$ cat src/include/sab_pkg.sv
// shared constants for the auto-copy and status register bank
package sab_pkg;
  // register offsets
  localparam logic [6:0] OFS_GAP_HIGH   = 7'h0F;
  localparam logic [6:0] OFS_GAP_LOW    = 7'h10;
  localparam logic [6:0] OFS_AUTO_COPY  = 7'h11;
  localparam logic [6:0] OFS_RATIO_HIGH = 7'h12;
  localparam logic [6:0] OFS_RATIO_LOW  = 7'h13;
  localparam logic [6:0] OFS_PRE_C_HIGH = 7'h14;
  localparam logic [6:0] OFS_PRE_C_LOW  = 7'h15;
  localparam logic [6:0] OFS_PRE_D_HIGH = 7'h16;
  localparam logic [6:0] OFS_PRE_D_LOW  = 7'h17;
  // reset values
  localparam logic [7:0] RST_GAP_HIGH   = 8'h00;
  localparam logic [7:0] RST_GAP_LOW    = 8'h09;
  localparam logic [7:0] RST_AUTO_COPY  = 8'h00;
  // auto-copy control field positions
  localparam int BIT_UNIT_STUFF  = 6;
  localparam int BIT_USER_COPY   = 5;
  localparam int BIT_CS_COPY     = 4;
  localparam int LIMIT_MSB       = 3;
  localparam logic [3:0] LIMIT_MAX = 4'h8;
  // transmit user-buffer mode carrying information units
  localparam logic [1:0] MODE_UNITS = 2'h2;
  // user-bit buffer shape: {message start, unit start, bit}
  localparam int UB_WIDTH = 3;
  localparam int UB_DEPTH = 8;
  typedef enum logic [0:0] {
    SAB_ST_DATA,
    SAB_ST_GAP
  } sab_state_e;
endpackage : sab_pkg

$ cat src/core/sab_regs.sv
// auto-copy control, message gap and read-only status registers
// Summary of operation
// - The gap between user-data messages is the 16-bit count from the high and low gap bytes.
// - After reset the gap bytes hold 0x00 and 0x09, a nine-zero message gap.
// - Unit stuffing enable lets zeros go between units; clear leaves unit spacing unchanged.
// - User-bit auto copy moves received user bits to the transmitter only while set.
// - Channel-status auto copy moves received status bits to the transmitter only while set.
// - The 4-bit unit gap limit is plain binary from zero up to eight.
// - The 15-bit converter ratio reads as bits 14:8 in 0x12 (bit 7 zero) and 7:0 in 0x13.
// - Ratio and preamble registers are read only and ignore writes.
// - A detected burst captures preamble C, upper byte at 0x14 and lower at 0x15.
// - A detected burst captures preamble D, upper byte at 0x16 and lower at 0x17.
// - With no nonaudio data detected every preamble register reads zero.
// - Under subframe nonaudio the D pair holds channel B's preamble C.
// - Unit stuffing applies only when the transmit user-buffer mode is the unit format.
`timescale 1ns/10ps
`default_nettype none

module sab_fifo #(
  parameter int WIDTH = 3,
  parameter int DEPTH = 8
) (
  // clock and reset
  input  wire logic             ref_clk,
  input  wire logic             rst_n,
  // fill side
  input  wire logic             in_valid,
  output logic                  in_ready,
  input  wire logic [WIDTH-1:0] in_data,
  // drain side
  output logic                  out_valid,
  input  wire logic             out_ready,
  output logic [WIDTH-1:0]      out_data
);
  localparam int AW = $clog2(DEPTH);
  logic [WIDTH-1:0] mem [DEPTH];
  logic [AW-1:0]    wr_ptr_reg;
  logic [AW-1:0]    rd_ptr_reg;
  logic [AW:0]      count_reg;
  logic             push;
  logic             pop;
  logic [AW:0]      count_next;

  assign push       = in_valid && in_ready;
  assign pop        = out_valid && out_ready;
  assign count_next = count_reg + (AW+1)'(push) - (AW+1)'(pop);
  assign out_valid  = (count_reg != '0);
  assign out_data  = mem[rd_ptr_reg];

  always_ff @(posedge ref_clk) begin
    if (push) begin
      mem[wr_ptr_reg] <= in_data;
    end
  end

  always_ff @(posedge ref_clk) begin
    if (!rst_n) begin
      wr_ptr_reg <= '0;
      rd_ptr_reg <= '0;
      count_reg  <= '0;
      in_ready   <= 1'b1;
    end else begin
      // ready is registered so the receiver side sees a flop, not a compare
      in_ready <= (count_next != (AW+1)'(DEPTH));
      if (push) begin
        wr_ptr_reg <= (wr_ptr_reg == AW'(DEPTH-1)) ? '0 : wr_ptr_reg + 1'b1;
      end
      if (pop) begin
        rd_ptr_reg <= (rd_ptr_reg == AW'(DEPTH-1)) ? '0 : rd_ptr_reg + 1'b1;
      end
      count_reg <= count_next;
    end
  end
endmodule // sab_fifo

module sab_regs
  import sab_pkg::*;
(
  // clock and reset
  input  wire logic        ref_clk,
  input  wire logic        rst_n,
  // register port behind the serial control interface
  input  wire logic [6:0]  reg_addr,
  input  wire logic [7:0]  reg_wdata,
  input  wire logic        reg_wr,
  input  wire logic        reg_rd,
  output logic [7:0]       reg_rdata,
  output logic             reg_rvalid,
  // transmitter configuration
  input  wire logic [1:0]  tx_user_buffer_mode,
  // received user bits
  input  wire logic        rx_user_valid,
  output logic             rx_user_ready,
  input  wire logic        rx_user_bit,
  input  wire logic        rx_msg_start,
  input  wire logic        rx_unit_start,
  // transmitted user bits
  input  wire logic        tx_user_req,
  output logic             tx_user_valid,
  output logic             tx_user_bit,
  // channel status copy
  input  wire logic        rx_cs_valid,
  input  wire logic        rx_cs_bit,
  output logic             tx_cs_valid,
  output logic             tx_cs_bit,
  // measured status
  input  wire logic [14:0] converter_ratio,
  input  wire logic        nonaudio_present,
  input  wire logic        burst_detect,
  input  wire logic        subframe_nonaudio,
  input  wire logic [15:0] burst_pre_c,
  input  wire logic [15:0] burst_pre_d,
  input  wire logic [15:0] burst_pre_c_b
);
  logic [7:0]       message_gap_high_reg;
  logic [7:0]       message_gap_low_reg;
  logic             unit_stuffing_enable_reg;
  logic             user_bit_auto_copy_reg;
  logic             channel_status_auto_copy_reg;
  logic [3:0]       unit_gap_limit_reg;
  logic [14:0]      ratio_reg;
  logic [15:0]      pre_c_reg;
  logic [15:0]      pre_d_reg;
  logic [15:0]      gap_cnt_reg;
  logic             head_gapped_reg;
  sab_state_e       state_reg;
  logic             ub_out_valid;
  logic             ub_out_ready;
  logic [UB_WIDTH-1:0] ub_out_data;
  logic [15:0]      msg_gap;
  logic             units_active;
  logic             needs_gap;
  logic [15:0]      load_val;
  logic             wr_hit;

  function automatic logic [3:0] clamp_limit(input logic [3:0] v);
    return (v > LIMIT_MAX) ? LIMIT_MAX : v;
  endfunction

  // register writes
  assign wr_hit = reg_wr && rst_n;

  always_ff @(posedge ref_clk) begin
    if (!rst_n) begin
      message_gap_high_reg <= RST_GAP_HIGH;
      message_gap_low_reg  <= RST_GAP_LOW;
    end else if (wr_hit && reg_addr == OFS_GAP_HIGH) begin
      message_gap_high_reg <= reg_wdata;
    end else if (wr_hit && reg_addr == OFS_GAP_LOW) begin
      message_gap_low_reg <= reg_wdata;
    end
  end

  always_ff @(posedge ref_clk) begin
    if (!rst_n) begin
      unit_stuffing_enable_reg     <= RST_AUTO_COPY[BIT_UNIT_STUFF];
      user_bit_auto_copy_reg       <= RST_AUTO_COPY[BIT_USER_COPY];
      channel_status_auto_copy_reg <= RST_AUTO_COPY[BIT_CS_COPY];
      unit_gap_limit_reg           <= RST_AUTO_COPY[LIMIT_MSB:0];
    end else if (wr_hit && reg_addr == OFS_AUTO_COPY) begin
      unit_stuffing_enable_reg     <= reg_wdata[BIT_UNIT_STUFF];
      user_bit_auto_copy_reg       <= reg_wdata[BIT_USER_COPY];
      channel_status_auto_copy_reg <= reg_wdata[BIT_CS_COPY];
      unit_gap_limit_reg           <= clamp_limit(reg_wdata[LIMIT_MSB:0]);
    end
  end

  // read-only status
  // ratio tracked every cycle, preambles loaded on a burst or cleared; no write path reaches these
  always_ff @(posedge ref_clk) begin
    if (!rst_n) begin
      ratio_reg <= '0;
    end else begin
      ratio_reg <= converter_ratio;
    end
  end

  always_ff @(posedge ref_clk) begin
    if (!rst_n) begin
      pre_c_reg <= '0;
      pre_d_reg <= '0;
    end else if (!nonaudio_present) begin
      pre_c_reg <= '0;
      pre_d_reg <= '0;
    end else if (burst_detect) begin
      pre_c_reg <= burst_pre_c;
      pre_d_reg <= subframe_nonaudio ? burst_pre_c_b : burst_pre_d;
    end
  end

  // register reads
  always_ff @(posedge ref_clk) begin
    if (!rst_n) begin
      reg_rdata  <= '0;
      reg_rvalid <= 1'b0;
    end else begin
      reg_rvalid <= reg_rd;
      if (reg_rd) begin
        case (reg_addr)
          OFS_GAP_HIGH:   reg_rdata <= message_gap_high_reg;
          OFS_GAP_LOW:    reg_rdata <= message_gap_low_reg;
          OFS_AUTO_COPY:  reg_rdata <= {1'b0, unit_stuffing_enable_reg, user_bit_auto_copy_reg,
                                        channel_status_auto_copy_reg, unit_gap_limit_reg};
          OFS_RATIO_HIGH: reg_rdata <= {1'b0, ratio_reg[14:8]};
          OFS_RATIO_LOW:  reg_rdata <= ratio_reg[7:0];
          OFS_PRE_C_HIGH: reg_rdata <= pre_c_reg[15:8];
          OFS_PRE_C_LOW:  reg_rdata <= pre_c_reg[7:0];
          OFS_PRE_D_HIGH: reg_rdata <= pre_d_reg[15:8];
          OFS_PRE_D_LOW:  reg_rdata <= pre_d_reg[7:0];
          default:        reg_rdata <= 8'h00;
        endcase
      end
    end
  end

  // channel status copy
  always_ff @(posedge ref_clk) begin
    if (!rst_n) begin
      tx_cs_valid <= 1'b0;
      tx_cs_bit   <= 1'b0;
    end else begin
      tx_cs_valid <= rx_cs_valid && channel_status_auto_copy_reg;
      tx_cs_bit   <= rx_cs_bit && channel_status_auto_copy_reg;
    end
  end

  // user bit path
  // bits offered while copy is off are accepted and dropped; ready only falls on a full buffer
  sab_fifo #(
    .WIDTH (UB_WIDTH),
    .DEPTH (UB_DEPTH)
  ) u_user_fifo (
    .ref_clk   (ref_clk),
    .rst_n     (rst_n),
    .in_valid  (rx_user_valid && user_bit_auto_copy_reg),
    .in_ready  (rx_user_ready),
    .in_data   ({rx_msg_start, rx_unit_start, rx_user_bit}),
    .out_valid (ub_out_valid),
    .out_ready (ub_out_ready),
    .out_data  (ub_out_data)
  );

  assign msg_gap      = {message_gap_high_reg, message_gap_low_reg};
  assign units_active = unit_stuffing_enable_reg && (tx_user_buffer_mode == MODE_UNITS);
  assign needs_gap    = ub_out_valid && !head_gapped_reg
                        && (ub_out_data[2] || (ub_out_data[1] && units_active));
  assign load_val     = ub_out_data[2] ? msg_gap : {12'h000, unit_gap_limit_reg};
  assign ub_out_ready = user_bit_auto_copy_reg && tx_user_req && (state_reg == SAB_ST_DATA)
                        && (!needs_gap || load_val == 16'h0000);

  // each transmitter request while user-bit copy is set is answered with one bit: gap zero, data, or filler zero
  always_ff @(posedge ref_clk) begin
    if (!rst_n) begin
      state_reg       <= SAB_ST_DATA;
      gap_cnt_reg     <= '0;
      head_gapped_reg <= 1'b0;
      tx_user_valid   <= 1'b0;
      tx_user_bit     <= 1'b0;
    end else begin
      tx_user_valid <= tx_user_req && user_bit_auto_copy_reg;
      tx_user_bit   <= 1'b0;
      if (tx_user_req && user_bit_auto_copy_reg) begin
        case (state_reg)
          SAB_ST_GAP: begin
            gap_cnt_reg <= gap_cnt_reg - 16'h0001;
            if (gap_cnt_reg == 16'h0001) begin
              state_reg <= SAB_ST_DATA;
            end
          end
          SAB_ST_DATA: begin
            if (needs_gap && load_val != 16'h0000) begin
              head_gapped_reg <= 1'b1;
              gap_cnt_reg     <= load_val - 16'h0001;
              if (load_val != 16'h0001) begin
                state_reg <= SAB_ST_GAP;
              end
            end else if (ub_out_valid) begin
              head_gapped_reg <= 1'b0;
              tx_user_bit     <= ub_out_data[0];
            end
          end
          default: state_reg <= SAB_ST_DATA;
        endcase
      end
    end
  end
endmodule // sab_regs

`default_nettype wire

$ cat config.mk
export PLATFORM = sky130hd
export DESIGN_NAME = sab_regs
export DESIGN_NICKNAME = d
export VERILOG_FILES = /design/src/include/sab_pkg.sv /design/src/core/sab_regs.sv
export SDC_FILE = /design/constraint.sdc
export NUM_CORES = 1
export LEC_CHECK = 0
export BUFFER_PORTS_ARGS = -buffer_cell sky130_fd_sc_hd__clkbuf_2
export CORE_ASPECT_RATIO = 1.1
export CORE_MARGIN = 2
export CORE_UTILIZATION = 53
export CTS_BUF_LIST = sky130_fd_sc_hd__clkbuf_4 sky130_fd_sc_hd__clkbuf_8
export CTS_CLUSTER_DIAMETER = 50
export DETAILED_ROUTE_END_ITERATION = 10
export PLACE_DENSITY = 0.78
export SKIP_CTS_REPAIR_TIMING = 1
export SLEW_MARGIN = 10
export SYNTH_ARGS = -nofsm -noshare
export SYNTH_HDL_FRONTEND = slang
export SYNTH_SLANG_ARGS = --single-unit
$ cat constraint.sdc
create_clock -name ref_clk -period 4.8 [get_ports ref_clk]
set_input_delay 0.24 -clock ref_clk [delete_from_list [all_inputs] [get_ports ref_clk]]
set_output_delay 0.24 -clock ref_clk [all_outputs]
set_load 0.05 [all_outputs]
-- Word level (Yosys, flattened, before mapping)
Memory sizes are Yosys's and may differ from the RTL's. A register that Yosys moved wholly into a read port is not among the register bits.
Index checks and enable logic that the tools add are counted.
W data, S select, Z words.
- bits in registers: 112
- bits in writable memories: 24
- logic and storage cells: 99
- memories kept: 1
- memory list (name ; words ; width ; rd ports ; clocked after memory_dff ; write ports ; line ; RTL):
    u_user_fifo.mem ; 8 ; 3 ; 1 ; 1 ; 1 ; sab_regs.sv:36 ; logic [WIDTH-1:0] mem [DEPTH];
- $add $sub $neg: 6
- magnitude comparators: 1
- equal/unequal tests: 16
- muxes and demuxes: 18
- bitwise operators: 5
- reductions and logical operators: 30
- operators with widths (kind ; count):
    $pmux W8 S9 ; 1
    $eq A7 B5 Y1 const B ; 8
    $mux W16 ; 3
    $pmux W16 S2 ; 1
    $sub A16 B1 Y16 const B ; 2
    $logic_and A1 B1 Y1 ; 17
    $eq A16 B1 Y1 const B ; 1
    $logic_not A16 Y1 ; 1
    $ne A16 B1 Y1 const B ; 1
    $reduce_bool A16 Y1 ; 1
    $mux W3 ; 4
    $eq A7 B4 Y1 const B ; 1
    $mux W1 ; 7
    $add A3 B1 Y3 const B ; 2
    $eq A3 B3 Y1 const B ; 2
    $reduce_and A2 Y1 ; 3
    $not A1 Y1 ; 5
    $reduce_or A5 Y1 ; 1
    $add A4 B1 Y4 ; 1
    $gt A4 B4 Y1 const B ; 1
    $mux W4 ; 1
    $ne A4 B4 Y1 const B ; 1
    $reduce_bool A4 Y1 ; 1
    $sub A4 B1 Y4 ; 1
    other kinds (7) ; 9

-- Logic depth before layout (Yosys ltp)
- depth after elaboration: 11
- mapped depth: 21
- mapped depth without buffers: 18

-- Cells and area by module
From an unflattened synthesis, not the netlist that was laid out.
- cell total of the unflattened synthesis: 735
- area, all modules: 6955.4 um^2
- modules (own cells, without submodules) (module ; instances ; cells each ; area each (um^2) ; sequential area each (um^2)):
    sab_regs ; 1 ; 621 ; 5300.1 ; 2021.9
    sab_fifo ; 1 ; 114 ; 1655.3 ; 1001.0

-- Worst setup path after synthesis
No wires, ideal clock.
- kind: register to register
- from: register (tool-made name)
- to: register u_user_fifo.in_ready
- arrival: 4564 ps
- path slack: 118 ps
- cell stages (with the launch flop): 21
- path buffers: 2
- period minus slack after synthesis: 4682 ps
- cells stage by stage: dfxtp_1 buf_4 mux4_2 mux2_2 buf_2 mux2_2 inv_1 ha_1 nor3b_1 a2111o_1 o31ai_1 a31o_4 inv_1 ha_1 inv_1 ha_1 inv_1 fa_1 xnor2_1 nor3b_1 nand2_1
- RTL lines (what ; line ; RTL):
    end signal, assigned ; sab_regs.sv:64 ; in_ready <= (count_next != (AW+1)'(DEPTH));
    end, declared ; sab_regs.sv:28 ; output logic in_ready,

==> impl_metrics.ini <==
[outcome]
status = finished clean

[clock_tree]
cts-buffers-inserted = 17
htree_levels = 4
cts_tree = yes
clk_pin_slew_ps = 70
clk_latency_ps = 450
cts_root_buf = clkbuf_8
cts_sinks = 139
clockBufferDepth = 2

[logic_synthesis]
ys_seq_area_share_pct = 44.7
synth_top_family_by_area = simple AND/OR/NAND/NOR gates
synth_edf_count = 24
synth_fp_nets = 822
yosys.area_share.simple_pct = 20.9
synth_area_per_cell_um2 = 9.48
syn_area_mm2 = 0.00677
synth-compound-area-share_pct = 14.0
synth_cell_type_count = 65
synth.area.mux_share_pct = 12.4
ys_ff_latch = 139
yosysWarnings = 0
synthArstFlopShare_pct = 0
synthCells = 714
synthAdderAreaFrac_pct = 2.70
synth-xor-area-share_pct = 1.81
synthFlopType = dfxtp_1

[worst_setup_path]
slowest_delay_ps = 530
critPathRequiredTime_ps = 5130
crit_top_cell = inv_1
worstSetupPathType = flop to flop
slowest_stage = mux4_2
cp.arrival_ps = 4850
crit_chain = mux4_2 -> mux2_4 -> mux2_2 -> inv_1 -> ha_1 -> nor3b_1 -> a2111o_1 -> o31ai_4 -> a31o_4 -> inv_1 -> ha_1 -> inv_1 -> ha_1 -> inv_1 -> fa_1 -> xnor2_1 -> nor3b_1 -> nand2_1
startpoint_type = flop
crit_path_end_kind = flop
path_max_fanout = 11

[placement]
dpl_cell_area_mm2 = 0.00739
gp_congestion = 0.940
io_buffers = 107
dp_slack_ps = 102
dp_hpwl_mm = 12.6
dp_cells = 945

[sta]
setup_slack_ps = 280
relSlewSlack_pct = 27.2
setup_violations = 0
fmax_mhz = 221
worstMarginPinSlew_ps = 1090
period_share_pct = 94.2
setup_tns_ps = 0
finClkSkew_ps = 9.18
period_minus_slack_ps = 4520
hold_viol_final = 0
maxSlewViolCount = 0
rsz0062_at_grt = no

[final_layout]
final_layout_size_suffix_gt1_share_pct = 21.6
final_area_mm2 = 0.00787
largest_reg_flops = 24
area_delta_synth_final_pct = 16.3
layout.cells.non_filler = 987
final_nets = 925
largest-register = u_user_fifo.mem
n_antenna_cell = 0

[drt]
detail-route-antenna-nets = 0
viasPerCell = 5.96
drt_iter0_drc = 503
drt_pass1_iterations = 6
wire_per_inst_um = 17.6
via_count = 5878
drc = 0
wl_mm = 17.4

[global_route]
overflow = 0
grt_pass1_vias = 5666
top_usage_layer = met2
grt_max_degree = 49
use_met3_pct = 6.12
grt_use_met2_pct = 43.9
antenna_found_initial = 0
gr-usage-all-layers_pct = 25.2
met1_usage_pct = 29.4
grt_pass1_wl_mm = 27.3

[die]
start_util_pct = 54.0
rows = 43
dieArea_mm2 = 0.0137
die_w_um = 112
core_area_mm2 = 0.0125
fp.dieH_um = 123
pin_count = 108

[worst_hold_path]
hold_class = input pin to flop

[pwr]
p_leak_nw = 3.28
powerDensity_mw_per_mm2 = 285
ir_drop_uv = 217

[job]
cap_violations = 0
-- path summary, 6_finish.rpt --
check / depth (start not counted) / slack, ps / from / end
max reg2reg: 18 / 280 / flop / u_user_fifo.in_ready$_SDFF_PN1_
min: 2 / 4 / converter_ratio[8] / ratio_reg[8]$_SDFF_PN0_
min reg2reg: 2 / 490 / pre_d_reg[11]$_SDFFE_PN0P_ / pre_d_reg[11]$_SDFFE_PN0P_
max: 18 / 280 / flop / u_user_fifo.in_ready$_SDFF_PN1_
-- kinds of logic after synthesis --
group                      count (synthesis)
and+or+nand+nor                          280
DFF                                      139
AOI/OAI and AO/OA                        133
muxes                                     75
buffers and inverters                     59
xor gates and xnor gates                  14
adders and majority gates                 14
-- cell usage in the layout (no fill, tap or decap), types with 4 or more instances in the layout --
| cell type | n |
|---|---|
| dfxtp_1 | 114 |
| clkbuf_2 | 107 |
| nor2_1 | 90 |
| mux2i_1 | 60 |
| nand2_1 | 59 |
| a21oi_1 | 32 |
| nand3_1 | 27 |
| a211oi_1 | 25 |
| edfxtp_1 | 24 |
| and2_1 | 22 |
| nor3_1 | 18 |
| inv_1 | 17 |
| clkbuf_8 | 17 |
| o21ai_0 | 16 |
| ha_1 | 13 |
| nor4_1 | 11 |
| a22oi_1 | 11 |
| buf_4 | 11 |
| xnor2_1 | 10 |
| or4_1 | 9 |
| mux2_2 | 8 |
| dlygate4sd3_1 | 8 |
| and3_1 | 7 |
| mux4_2 | 6 |
| a221o_1 | 6 |
| o22ai_1 | 5 |
| nor2b_1 | 5 |
| nor3b_1 | 5 |
| or3_1 | 5 |
| xor2_1 | 4 |
| a221oi_1 | 4 |
| a22o_1 | 4 |
| a32oi_1 | 4 |
| nand3b_1 | 4 |
| o211ai_1 | 4 |
| clkinv_2 | 4 |
| clkinvlp_4 | 4 |
-- through the flow --
stage	util (%)	hold slack (ps)	power, W
CTS	61.8	-35.2	0.00225
global placement	59.0	449	0.00139
finish	62.8	4.41	0.00224
global route	62.8	-0.200	0.00231
floorplan	-	339	0.00132
detailed placement	59.0	454	0.00139
-- cells in the mapped netlist (3+ instances only) --
cell      instances  share of area, %
a211oi_1         25               2.8
a21oi_1          32               2.4
a221o_1           6              0.89
a221oi_1          4              0.52
a22o_1            4              0.52
a22oi_1          11               1.2
a32oi_1           4              0.52
and2_1           22               2.0
and3_1            7              0.65
buf_1             5              0.28
clkbuf_1         32               1.8
dfxtp_1         115                34
edfxtp_1         24                11
ha_1             13               2.4
inv_1            17              0.94
mux2_2            9               1.5
mux2i_1          60               8.9
mux4_2            6               2.0
nand2_1          59               3.3
nand2b_1          3              0.28
nand3_1          27               2.0
nand3b_1          4              0.44
nand4_1           3              0.28
nor2_1           90               5.0
nor2b_1           5              0.46
nor3_1           18               1.3
nor3b_1           5              0.55
nor4_1           11               1.0
o211ai_1          4              0.44
o21ai_0          16               1.2
o22ai_1           5              0.46
o31ai_1           4              0.44
or3_1             5              0.46
or4_1             9               1.0
xnor2_1          10               1.3
xor2_1            4              0.52
-- final cells by class --
| cell class | instances | area [µm²] |
|---|---|---|
| Clock buffer | 20 | 256 |
| Sequential cell | 139 | 3020 |
| Inverter | 17 | 63.8 |
| Fill cell | 1018 | 4670 |
| Timing Repair Buffer | 126 | 698 |
| Multi-Input combinational cell | 516 | 3530 |
| Clock inverter | 12 | 101 |
| Tap cell | 157 | 196 |
-- report_power, final --
group | switching (W) | internal (W) | leakage (nW) | total, W
registers | 0.00000929 | 0.00120 | 1.15 | 0.00121
clock network | 0.000445 | 0.000420 | 0.176 | 0.000866
logic | 0.0000900 | 0.0000703 | 1.95 | 0.000160
total | 0.000545 | 0.00169 | 3.28 | 0.00224
-- metal layers --
layer,wire [µm],up-vias
li1,-,2816
met1,6980,2758
met2,8760,256
met3,1150,48
met4,507,0
met5,0,-
-- critical path: cells and delay by family (launching register included) --
family | cells | cell delay (ps)
adders and majority gates | 4 | 1090
AOI/OAI and AO/OA | 3 | 950
and+or+nand+nor | 3 | 420
DFF | 1 | 390
xor gates and xnor gates | 1 | 150
buffers and inverters | 4 | 230
muxes | 3 | 1180
Note: power is estimated with default switching activity, not from simulation.
